[src/hw/uart_defs.vh]
`ifndef UART_DEFS_VH
`define UART_DEFS_VH

// Register addresses on the 8-bit register port
`define ADDR_POWER_CTRL 8'h87
`define ADDR_SERIAL_CTRL 8'h98
`define ADDR_RX_DATA 8'h99
`define ADDR_BAUD_RELOAD 8'h9A
`define ADDR_BAUD_GEN_CTRL 8'h9B
`define ADDR_SLAVE_ADDR 8'hA9
`define ADDR_SLAVE_MASK 8'hB9
`define ADDR_TIMER2_CTRL 8'hC8
`define ADDR_IRQ_STATUS 8'hF0
`define ADDR_IRQ_MASK 8'hF1

// serial_control_reg fields
`define SC_MODE0_BIT 7
`define SC_MODE1_BIT 6
`define SC_MP_BIT 5
`define SC_REN_BIT 4
`define SC_TB8_BIT 3
`define SC_RB8_BIT 2
`define SC_TI_BIT 1
`define SC_DONE_BIT 0

// Other control fields
`define PC_DOUBLER_BIT 7
`define T2_TX_SEL_BIT 4
`define T2_RX_SEL_BIT 5
`define BG_RUN_BIT 4
`define BG_TX_SEL_BIT 3
`define BG_RX_SEL_BIT 2
`define BG_FAST_BIT 1

// Interrupt status bits
`define IRQ_RX_DONE_BIT 0
`define IRQ_DROP_BIT 1

// Serial modes
`define MODE_SHIFT 2'h0
`define MODE_UART8 2'h1
`define MODE_UART9_FIX 2'h2
`define MODE_UART9_VAR 2'h3

// Reset values
`define RST_BYTE 8'h00

// Receiver timing in 16x sample ticks
`define SAMPLE_MID 4'h7
`define SAMPLE_LAST 4'hF
`define DATA_BITS 3'h7

// Fixed-rate mode divider end counts: one sample tick every count + 1 clocks
`define FIX_DIV_X1 2'h3
`define FIX_DIV_X2 2'h1

// Low-speed prescaler of the internal generator
`define GEN_PRESCALE 3'h5

`endif

[src/hw/addr_matcher.v]
`include "uart_defs.vh"

module addr_matcher (
  input wire [7:0] rx_addr, // Received address byte
  input wire [7:0] slave_address, // Individual address
  input wire [7:0] slave_address_mask, // Don't-care mask, zero bits ignored
  output wire given_hit, // Matches given address
  output wire bcast_hit, // Matches broadcast address
  output wire match // Either one
);

  function compare;
    input [7:0] value;
    input [7:0] ref_addr;
    input [7:0] care;
    begin
      compare = ((value ^ ref_addr) & care) == `RST_BYTE;
    end
  endfunction

  wire [7:0] bcast = slave_address | slave_address_mask;

  assign given_hit = compare(rx_addr, slave_address, slave_address_mask);
  assign bcast_hit = compare(rx_addr, bcast, bcast);
  assign match = given_hit | bcast_hit;

endmodule

[src/hw/baud_gen.v]
`include "uart_defs.vh"

module baud_gen #(
  parameter WIDTH = 8
) (
  input wire mclk, // Peripheral clock
  input wire rst_n, // Async reset, active low
  input wire run, // Generator enable
  input wire gen_speed_mode, // 1: count every clock, 0: every sixth
  input wire [WIDTH-1:0] baud_reload_value, // Reload value
  output reg ovf_reg // One-cycle overflow pulse
);

  reg [2:0] pre_reg;
  reg [WIDTH-1:0] cnt_reg;
  wire step = gen_speed_mode | (pre_reg == `GEN_PRESCALE);
  wire wrap = &cnt_reg;

  always @(posedge mclk or negedge rst_n) begin
    if (!rst_n) begin
      pre_reg <= 3'h0;
      cnt_reg <= {WIDTH{1'b0}};
      ovf_reg <= 1'b0;
    end else if (!run) begin
      pre_reg <= 3'h0;
      cnt_reg <= baud_reload_value;
      ovf_reg <= 1'b0;
    end else begin
      pre_reg <= step ? 3'h0 : pre_reg + 3'h1;
      ovf_reg <= step & wrap;
      if (step) begin
        // Counts reload..max, so one overflow per (2^WIDTH - reload) steps
        cnt_reg <= wrap ? baud_reload_value : cnt_reg + {{(WIDTH-1){1'b0}}, 1'b1};
      end
    end
  end

endmodule

[src/hw/uart_addr_match_baud_select.v]
// Contract
// - Address matching active when multiproc_enable set, except in mode 0
// - Matching on: flag only for own address frames
// - Mode 1: stop bit acts as ninth bit
// - Mode 0 ignores multiproc_enable entirely
// - Given address: mask zeros are don't-care
// - All-ones mask compares every address bit
// - Broadcast is address OR mask, zeros ignored
// - Accept given or broadcast address match
// - Reset clears address and mask to zero
// - Tx clock in modes 1 and 3: generator, else timer 2, else timer 1
// - Rx clock chosen likewise, independent of tx
// - Generator overflows from reloading counter
// - Rate per doubler, speed bit, 32, 256-reload
// - Two mode bits select one of four modes
`include "uart_defs.vh"

module uart_addr_match_baud_select (
  input wire mclk, // Peripheral clock
  input wire rst_n, // Async reset, active low
  input wire [7:0] addr, // Register address
  input wire [7:0] wdata, // Register write data
  input wire wr_en, // Write strobe
  input wire rd_en, // Read strobe
  output reg [7:0] rdata_reg, // Read data, cycle after rd_en
  input wire rxd, // Serial receive pin
  input wire timer1_ovf, // Timer 1 overflow pulse
  input wire timer2_ovf, // Timer 2 overflow pulse
  output reg tx_tick_reg, // Tx 16x sample clock enable
  output reg rx_tick_reg, // Rx 16x sample clock enable
  output reg rx_done_flag_reg, // Receive-done flag
  output reg irq_reg // Level interrupt
);

  localparam ST_IDLE = 3'h0;
  localparam ST_START = 3'h1;
  localparam ST_DATA = 3'h2;
  localparam ST_NINTH = 3'h3;
  localparam ST_STOP = 3'h4;

  // Software-visible state
  reg [7:0] serial_control_reg;
  reg [7:0] slave_address_reg;
  reg [7:0] slave_address_mask_reg;
  reg [7:0] baud_reload_reg;
  reg [7:0] baud_gen_control_reg;
  reg [7:0] power_control_reg;
  reg [7:0] timer2_control_reg;
  reg [7:0] rx_data_reg;
  reg [1:0] irq_status_reg;
  reg [1:0] irq_mask_reg;

  // Tick generation state
  reg t1_half_reg;
  reg gen_half_reg;
  reg [1:0] fix_cnt_reg;

  // Receiver state
  reg rxd_meta_reg;
  reg rxd_sync_reg;
  reg line_prev_reg;
  reg [2:0] state_reg;
  reg [3:0] phase_reg;
  reg [2:0] bit_cnt_reg;
  reg [7:0] shift_reg;
  reg ninth_reg;

  wire [1:0] mode = {serial_control_reg[`SC_MODE0_BIT],
                     serial_control_reg[`SC_MODE1_BIT]};
  wire nine_bit = mode[1];
  wire ren = serial_control_reg[`SC_REN_BIT];
  wire doubler = power_control_reg[`PC_DOUBLER_BIT];
  wire gen_ovf;
  wire given_hit;
  wire bcast_hit;
  wire addr_match;

  // Multiprocessor handling needs the enable bit and any mode but shift
  wire mp_active = serial_control_reg[`SC_MP_BIT] & (mode != `MODE_SHIFT);

  baud_gen #(
    .WIDTH(8)
  ) u_baud_gen (
    .mclk(mclk),
    .rst_n(rst_n),
    .run(baud_gen_control_reg[`BG_RUN_BIT]),
    .gen_speed_mode(baud_gen_control_reg[`BG_FAST_BIT]),
    .baud_reload_value(baud_reload_reg),
    .ovf_reg(gen_ovf)
  );

  addr_matcher u_addr_matcher (
    .rx_addr(shift_reg),
    .slave_address(slave_address_reg),
    .slave_address_mask(slave_address_mask_reg),
    .given_hit(given_hit),
    .bcast_hit(bcast_hit),
    .match(addr_match)
  );

  // A timer 1 or generator overflow is divided by two unless doubled, which
  // turns (256 - reload) counts into a 16x tick of a bit period of 32 x (256 - reload) counts.
  wire t1_tick = timer1_ovf & (doubler | t1_half_reg);
  wire gen_tick = gen_ovf & (doubler | gen_half_reg);
  wire fix_tick = (fix_cnt_reg == `FIX_DIV_X1) | (doubler & (fix_cnt_reg == `FIX_DIV_X2));

  function pick_tick;
    input gen_sel;
    input t2_sel;
    input [1:0] md;
    input tg;
    input t2;
    input t1;
    input tf;
    begin
      case (md)
        `MODE_UART8,
        `MODE_UART9_VAR: pick_tick = gen_sel ? tg : (t2_sel ? t2 : t1);
        `MODE_UART9_FIX: pick_tick = tf;
        // Shift mode runs off its own fixed clock, not a baud tick
        default: pick_tick = 1'b0;
      endcase
    end
  endfunction

  wire tx_tick = pick_tick(baud_gen_control_reg[`BG_TX_SEL_BIT],
                           timer2_control_reg[`T2_TX_SEL_BIT], mode,
                           gen_tick, timer2_ovf, t1_tick, fix_tick);
  wire rx_tick = pick_tick(baud_gen_control_reg[`BG_RX_SEL_BIT],
                           timer2_control_reg[`T2_RX_SEL_BIT], mode,
                           gen_tick, timer2_ovf, t1_tick, fix_tick);

  always @(posedge mclk or negedge rst_n) begin
    if (!rst_n) begin
      t1_half_reg <= 1'b0;
      gen_half_reg <= 1'b0;
      fix_cnt_reg <= 2'h0;
      tx_tick_reg <= 1'b0;
      rx_tick_reg <= 1'b0;
    end else begin
      if (timer1_ovf) begin
        t1_half_reg <= ~t1_half_reg;
      end
      if (gen_ovf) begin
        gen_half_reg <= ~gen_half_reg;
      end
      fix_cnt_reg <= fix_tick ? 2'h0 : fix_cnt_reg + 2'h1;
      // Registered for flop outputs: users see each tick one cycle late
      tx_tick_reg <= tx_tick;
      rx_tick_reg <= rx_tick;
    end
  end

  // Receiver: samples at the middle of each bit on the 16x tick
  wire line = rxd_sync_reg;
  // A level test would restart on a low stop bit; only a fall starts a frame
  wire line_fell = line_prev_reg & ~line;
  wire at_mid = rx_tick & (phase_reg == `SAMPLE_MID);
  wire at_last = rx_tick & (phase_reg == `SAMPLE_LAST);
  wire stop_seen = (state_reg == ST_STOP) & at_last;
  // Mode 1 has no ninth bit: the stop bit stands in for it
  wire bit9 = nine_bit ? ninth_reg : line;
  // With matching on, only an address frame (bit9 high, which in mode 1
  // also means a valid stop) naming this device may raise the flag.
  wire frame_ok = ~mp_active | (bit9 & addr_match);
  wire accept = stop_seen & frame_ok & ~rx_done_flag_reg;
  wire drop = stop_seen & ~accept;

  always @(posedge mclk or negedge rst_n) begin
    if (!rst_n) begin
      rxd_meta_reg <= 1'b1;
      rxd_sync_reg <= 1'b1;
      line_prev_reg <= 1'b1;
      state_reg <= ST_IDLE;
      phase_reg <= 4'h0;
      bit_cnt_reg <= 3'h0;
      shift_reg <= `RST_BYTE;
      ninth_reg <= 1'b0;
    end else begin
      rxd_meta_reg <= rxd;
      rxd_sync_reg <= rxd_meta_reg;
      line_prev_reg <= line;
      if (rx_tick) begin
        phase_reg <= phase_reg + 4'h1;
      end
      case (state_reg)
        ST_IDLE: begin
          phase_reg <= 4'h0;
          // Shift mode reception is not handled here
          if (ren && mode != `MODE_SHIFT && line_fell) begin
            state_reg <= ST_START;
          end
        end
        ST_START: begin
          if (at_mid) begin
            phase_reg <= 4'h0;
            bit_cnt_reg <= 3'h0;
            // A glitch shorter than half a bit is not a start bit
            state_reg <= line ? ST_IDLE : ST_DATA;
          end
        end
        ST_DATA: begin
          if (at_last) begin
            shift_reg <= {line, shift_reg[7:1]};
            bit_cnt_reg <= bit_cnt_reg + 3'h1;
            if (bit_cnt_reg == `DATA_BITS) begin
              state_reg <= nine_bit ? ST_NINTH : ST_STOP;
            end
          end
        end
        ST_NINTH: begin
          if (at_last) begin
            ninth_reg <= line;
            state_reg <= ST_STOP;
          end
        end
        ST_STOP: begin
          // Sampled mid-bit, so the flag rises before the line is idle again
          if (at_last) begin
            state_reg <= ST_IDLE;
          end
        end
        default: state_reg <= ST_IDLE;
      endcase
    end
  end

  // Register port
  wire wr_sc = wr_en & (addr == `ADDR_SERIAL_CTRL);
  wire wr_status = wr_en & (addr == `ADDR_IRQ_STATUS);
  wire [1:0] events = {drop, accept};

  always @(posedge mclk or negedge rst_n) begin
    if (!rst_n) begin
      serial_control_reg <= `RST_BYTE;
      slave_address_reg <= `RST_BYTE;
      slave_address_mask_reg <= `RST_BYTE;
      baud_reload_reg <= `RST_BYTE;
      baud_gen_control_reg <= `RST_BYTE;
      power_control_reg <= `RST_BYTE;
      timer2_control_reg <= `RST_BYTE;
      rx_data_reg <= `RST_BYTE;
      irq_status_reg <= 2'h0;
      irq_mask_reg <= 2'h0;
      rx_done_flag_reg <= 1'b0;
      irq_reg <= 1'b0;
    end else begin
      if (wr_en) begin
        case (addr)
          `ADDR_SERIAL_CTRL: serial_control_reg <= wdata;
          `ADDR_SLAVE_ADDR: slave_address_reg <= wdata;
          `ADDR_SLAVE_MASK: slave_address_mask_reg <= wdata;
          `ADDR_BAUD_RELOAD: baud_reload_reg <= wdata;
          `ADDR_BAUD_GEN_CTRL: baud_gen_control_reg <= wdata;
          `ADDR_POWER_CTRL: power_control_reg <= wdata;
          `ADDR_TIMER2_CTRL: timer2_control_reg <= wdata;
          `ADDR_IRQ_MASK: irq_mask_reg <= wdata[1:0];
          default: ;
        endcase
      end
      // Hardware set beats a software write in the same cycle
      if (accept) begin
        rx_data_reg <= shift_reg;
        serial_control_reg[`SC_RB8_BIT] <= bit9;
      end
      if (accept) begin
        rx_done_flag_reg <= 1'b1;
      end else if (wr_sc) begin
        rx_done_flag_reg <= wdata[`SC_DONE_BIT];
      end
      irq_status_reg <= events | (irq_status_reg & ~(wr_status ? wdata[1:0] : 2'h0));
      irq_reg <= |(irq_status_reg & irq_mask_reg);
    end
  end

  // Read data stands for one cycle only, so a stale value never reads twice
  always @(posedge mclk or negedge rst_n) begin
    if (!rst_n) begin
      rdata_reg <= `RST_BYTE;
    end else if (rd_en) begin
      case (addr)
        `ADDR_SERIAL_CTRL: rdata_reg <= {serial_control_reg[7:1], rx_done_flag_reg};
        `ADDR_RX_DATA: rdata_reg <= rx_data_reg;
        `ADDR_SLAVE_ADDR: rdata_reg <= slave_address_reg;
        `ADDR_SLAVE_MASK: rdata_reg <= slave_address_mask_reg;
        `ADDR_BAUD_RELOAD: rdata_reg <= baud_reload_reg;
        `ADDR_BAUD_GEN_CTRL: rdata_reg <= baud_gen_control_reg;
        `ADDR_POWER_CTRL: rdata_reg <= power_control_reg;
        `ADDR_TIMER2_CTRL: rdata_reg <= timer2_control_reg;
        `ADDR_IRQ_STATUS: rdata_reg <= {6'h00, irq_status_reg};
        `ADDR_IRQ_MASK: rdata_reg <= {6'h00, irq_mask_reg};
        default: rdata_reg <= `RST_BYTE;
      endcase
    end else begin
      rdata_reg <= `RST_BYTE;
    end
  end

endmodule

[config.mk]
export PLATFORM = sky130hd
export DESIGN_NAME = uart_addr_match_baud_select
export DESIGN_NICKNAME = d
export VERILOG_FILES = /design/src/hw/addr_matcher.v /design/src/hw/baud_gen.v /design/src/hw/uart_addr_match_baud_select.v
export VERILOG_INCLUDE_DIRS = /design/src /design/src/hw
export SDC_FILE = /design/constraint.sdc
export NUM_CORES = 1
export LEC_CHECK = 0
export BUFFER_PORTS_ARGS = -buffer_cell sky130_fd_sc_hd__buf_2
export CORE_MARGIN = 2
export CORE_UTILIZATION = 34
export CTS_BUF_LIST = sky130_fd_sc_hd__clkbuf_4
export CTS_CLUSTER_SIZE = 25
export DETAILED_ROUTE_END_ITERATION = 8
export GPL_TIMING_DRIVEN = 0
export SYNTH_ARGS = -nofsm -noshare
export SYNTH_HDL_FRONTEND = slang
export SYNTH_SLANG_ARGS = --single-unit
[constraint.sdc]
create_clock -name mclk -period 2.6 [get_ports mclk]
set_input_delay 0.39 -clock mclk [delete_from_list [all_inputs] [get_ports mclk]]
set_output_delay 0.39 -clock mclk [all_outputs]
set_load 0.02 [all_outputs]
* Word-level counts from Yosys, hierarchy flattened
Index checks and enable logic that the tools add are counted.
** Word-level totals
- Word-level logic and storage cells :: 164
- Bits in registers :: 118
- Bits of input ports :: 23
** Operators by class
- Add/subtract/negate cells :: 5
- Reduce and logical (&&, ||, !) cells :: 26
- Equality and inequality tests :: 30
- Muxes and demuxes :: 37
- Bitwise operators :: 36
** Operator list (number)
- $eq 8x8->1 const B :: 10
- $pmux 8 s10 :: 1
- $mux 3 :: 13
- $mux 8 :: 4
- $reduce_and 2->1 :: 11
- $and 8x8->8 :: 2
- $logic_not 8->1 :: 2
- $xor 8x8->8 :: 2
- $and 1x1->1 :: 15
- $pmux 3 s5 :: 1
- $ne 2x2->1 const B :: 6
- $reduce_bool 2->1 :: 5
- $eq 3x3->1 const B :: 3
- $mux 1 :: 9
- $add 8x1->8 const B :: 1
- $mux 4 :: 2
- $or 8x8->8 :: 1
- $pmux 4 s2 :: 1
- $reduce_and 8->1 :: 1
- $add 3x1->3 const B :: 2
- $eq 2x2->1 const B :: 3
- $eq 3x2->1 const B :: 2
- $mux 2 :: 3
- $not 1->1 :: 6
- other kinds (18) :: 28

* Depth between registers and ports, before layout
- Depth in word-level cells :: 12
- Mapped depth :: 9

* Modules after synthesis
From an unflattened synthesis, not the netlist that was laid out.
** Second synthesis, totals
- Cells, all modules :: 455
- Area, all modules :: 5674.2 um^2
** By module, submodules not included
- uart_addr_match_baud_select :: sequential area each 2631.3 um^2, instances 1, cells each 365, area each 4799.6 um^2
- baud_gen :: sequential area each 300.3 um^2, instances 1, cells each 64, area each 689.4 um^2
- addr_matcher :: sequential area each 0.0 um^2, instances 1, cells each 26, area each 185.2 um^2

* Worst setup path after synthesis
No wires, ideal clock.
- Path type :: register -> register
- From :: reg fix_cnt_reg[0]
- To :: reg shift_reg[1]
- Data arrival time :: 1887 ps
- Path slack :: 588 ps
- Period minus slack after synthesis :: 2012 ps
- Library setup time :: 125 ps
- Data required time :: 2475 ps
- Stages on the path, launching flop included :: 9
- Cell sequence :: dfrtp_1 ha_1 a21o_1 nor3b_2 a311o_2 nand3_4 nor3_2 buf_6 mux2_4
** On the way
- Cells in the longest elaborated chain, start to end :: 6
- Elaborated cells between the ends (all ways) :: 7
- Classes of those cells :: 2 x eq/ne; 1 x mux; 3 x bitwise; 1 x reduce/logical
** RTL lines
- start: declaration :: line uart_addr_match_baud_select.v:56 : reg [1:0] fix_cnt_reg;
- start signal: assignment :: line uart_addr_match_baud_select.v:147 : fix_cnt_reg <= fix_tick ? 2'h0 : fix_cnt_reg + 2'h1;
- $eq 2x1->1 (no source line)
- $and 1x1->1 :: line uart_addr_match_baud_select.v:105 : wire fix_tick = (fix_cnt_reg == `FIX_DIV_X1) | (doubler & (fix_cnt_reg == `FIX_DIV_X2));
- $or 1x1->1 (*) :: line uart_addr_match_baud_select.v:105
- $pmux 1 s2 (*) :: line uart_addr_match_baud_select.v:116 : case (md)
- $and 1x1->1 (*) :: line uart_addr_match_baud_select.v:159 : wire at_last = rx_tick & (phase_reg == `SAMPLE_LAST);
- $reduce_and 2->1 (no source line) (*)
- end signal: assignment :: line uart_addr_match_baud_select.v:177 : shift_reg <= `RST_BYTE;
- end signal: assignment :: line uart_addr_match_baud_select.v:204 : shift_reg <= {line, shift_reg[7:1]};
- end: declaration :: line uart_addr_match_baud_select.v:65 : reg [7:0] shift_reg;
Mark *: on every way between the ends. The rest lies on a longest branch, timed or not.
A chain may end at the register's enable or synchronous reset.

* Worst setup path in the final report
- From :: reg fix_cnt_reg[1]
- To :: reg shift_reg[2]
The elaborated chain is that of the path after synthesis.

==> results by group <==
Run status
  • Status: complete, no violations

Detailed routing
  • Final antenna-violating net count: 0
  • DRC violation count after routing: 0
  • Uppermost layer routed: met4
  • WL met3: 462 um
  • DRT Pass-1 Iters: 5
  • Routed wl met2: 6.547 mm
  • DRT Wirelength: 13.58 mm
  • Routed length per instance: 17.84 um
  • Drt initial violations: between 200 and 300
  • Via count: roughly 4,000
  • Vias/cell: 5.294
  • DRT met1 WL: 6.236 mm

STA
  • Period utilization: 0.8466
  • Worst Skew: between 10 and 15 ps
  • F_max: ~450 MHz
  • Final setup fails: 0
  • Slew Limit Fails: 0
  • Worst setup margin: around 400 ps
  • Tmin final: between 2000 and 2500 ps
  • Slew margin rel.: 0.5171
  • Final hold violation count: 0
  • RSZ-0062 raised after global routing: false
  • Actual slew at the worst max-slew pin: 722.8 ps

Power and ir drop
  • PwrDens: 551.2 nW/um2
  • Total chip power: 3639 uW
  • Lkg Pwr: 0.003096 uW
  • VDD IR max: 0.0002989 V

Finish
  • Area Growth Syn to Fin: 14.07%
  • Design Area, Final: 6603 um2
  • Final Util: 0.3981
  • Area of the multi-input gates: 2741 um2
  • Register Area: ~2900 um2
  • Layout net count: 558
  • Share of cells above drive strength 1: 0.3019
  • Fillers: 1,580

Yosys
  • Asr flop ratio synth: 1.000
  • Register area share after synthesis: 0.5065
  • Synth unique cells: 76
  • Syn Inst Count: 471
  • Largest cells by area after synthesis: dfrtp_1 49%, mux2_2 8.8%, mux2_4 3.9%
  • Dominant synthesized flop cell: dfrtp_1
  • Post-Synth XOR/XNOR Area: 0.02118
  • Mapped cell area: approximately 5800 um2
  • Number of synthesized flops with an enable pin: 0
  • Synth area leader: dfrtp_1
  • Largest family of logic cells by synthesized area: multiplexers
  • Mapped Avg Cell Area: 12.29 um2
  • Compound-gate portion of the synthesized area: 0.1172
  • Simple-Gate Fraction of Synth Area: 0.1338
  • Fraction of the mapped netlist area in adder cells: 0.01729
  • Post-synthesis register bit count: 117
  • Total nets after synthesis: 502
  • Multiplexer area fraction after synthesis: 0.1842
  • Yosys top cell area share: 0.4929
  • Synth warnings: 0

Global routing
  • Vias in the first global route: 4,227
  • Total GRT Usage: 0.1622
  • Largest net degree at the start of global routing: 95
  • Global-route wire length before repair: 22.70 mm
  • Antenna violations before repair: 1
  • Total grt overflow: 0

Place
  • I/O Buffers: 33
  • Placed Instance Area: 6262 um2
  • Pre-CTS WS: ~240 ps
  • Detailed Place HPWL: 9.841 mm
  • Final GP Congestion: 0.8459

Setup path
  • CP Data Arrival Time: 2620 ps
  • CP Class: flip-flop to flip-flop
  • Crit-path max FO: 10
  • R2R cell count: 9
  • FF-to-FF End: shift_reg[2]
  • Req. time, crit path: 3020 ps
  • Register-to-register setup slack: 400 ps
  • Reg2reg start: fix_cnt_reg[1]
  • Critical Path Sink Type: flip-flop
  • CP Launch Type: flip-flop

Clock network
  • Setup Buffers After CTS: 0
  • Clk_lat worst skew: 530 ps
  • Maximum clock path buffer count: 2
  • H-tree Lvls: 4
  • CTS tree: built
  • CTS buffer count: 17
  • Clock root buffer: clkbuf_4
  • CTS clk-pin slew, worst paths: ~110 ps
  • CTS Sinks: ~120

Floorplanning
  • Die height: approximately 130 um
  • Chip width: 134.5 um
  • Row Count: 47
  • Core area: 16,580 um2
  • I/O pin total: 35
  • Full die area: 18,080 um2
  • Initial core utilization: 0.3490

Hold path
  • Hold endpoint: rdata_reg[0]
  • Worst hold start: rd_en
  • Worst hold path class: input pin to flip-flop
  • WHS Path Cells: 3

Run
  • Max-cap violations: 0
==> logic make-up after synthesis <==
kind of cell | Yosys count
AOI/OAI and AO/OA | 96
and+or+nand+nor | 124
xor gates and xnor gates | 14
DFF | 117
adders and majority gates | 8
buffers and inverters | 21
muxes | 91
==> area by class of cell <==
cell class	count	share of cell area
diodes	1	0.0003790
plain buffers	14	0.01345
clock buffers	17	0.01933
clock inverters	15	0.02729
inverters	7	0.003980
multi-input cells	333	0.4152
flip-flops and latches	117	0.4440
well taps	220	0.04169
repair buffers	37	0.03468
==> per-stage QoR <==
step,TNS (ps),instances,hold WS [ps]
global placement,-31080,724,345.9
detailed placement,0,725,265.9
global route,0,761,144.5
CTS,0,760,139.4
finish,0,761,194.6
floorplan,0,471,94.41
==> where the power goes <==
group	leakage [uW]	internal, uW	switching [uW]
logic	0.00134	114	164
registers	0.00161	1880	56.7
clock network	0.000148	669	751
==> layer usage <==
metal  global-route usage  vias up
met4              0.07719        0
met1               0.2106     2026
met5                    0        -
met2               0.2605       97
met3              0.03303       22
li1                     -     1884
==> worst max path at each step <==
stage / start / to / slack (ps) / cells after the start
5_1_grt: u_baud_gen.cnt_reg[0] / u_baud_gen.cnt_reg[5] / 250 / 8
3_5_place_dp: addr[4] / power_control_reg[7] / 240 / 7
3_3_place_gp: rst_n / bit_cnt_reg[0] / -280 / 1
4_1_cts: fix_cnt_reg[1] / shift_reg[2] / 350 / 9
2_1_floorplan: fix_cnt_reg[0] / shift_reg[1] / 590 / 8
6_report: fix_cnt_reg[1] / shift_reg[2] / 400 / 9
==> cells in the mapped netlist (all sizes together) (3+ instances only) <==
master    n
a222oi    5
o31ai     3
dfrtp   114
a32oi     4
a21oi    21
ha        8
clkbuf    5
xor2     12
nand3b    4
inv       7
nor4      4
mux2i    12
and2      3
nor3      5
a221oi    7
o22ai     5
nor3b     7
o21ai    20
mux2     79
dfstp     3
buf       9
nand2b    4
nand3     9
a22oi     9
or3       3
and3      5
nand2    33
a22o      3
nor2     36
nor2b     4
==> timing repair <==
action	in CTS	in global routing
resized for setup	0	0
hold endpoints to repair	25	0
hold buffers	3	0
==> layout by cell type (no fill, tap or decap), types with 8 or more instances in the layout <==
master    netlist  routed
a21oi_1        21      21
a22oi_1         9       9
buf_2           4      36
clkbuf_4        0      17
dfrtp_1       114     114
ha_1            8       8
mux2_1         19      19
mux2_2         45      45
mux2_4         15      15
mux2i_1        12      12
nand2_1        30      30
nand3_1         8       8
nor2_1         32      32
o21ai_0        16      16
xor2_1         12      12
==> worst max-delay path, cell delays in order (launching register included) <==
cell and delay, ps:
dfrtp_1 400, inv_1 60, ha_1 130, a21o_1 140
nor3b_2 200, a311o_2 220, nand3_4 110, nor3_2 310
buf_6 220, mux2_4 310
Power figures use the tool's default switching activity.
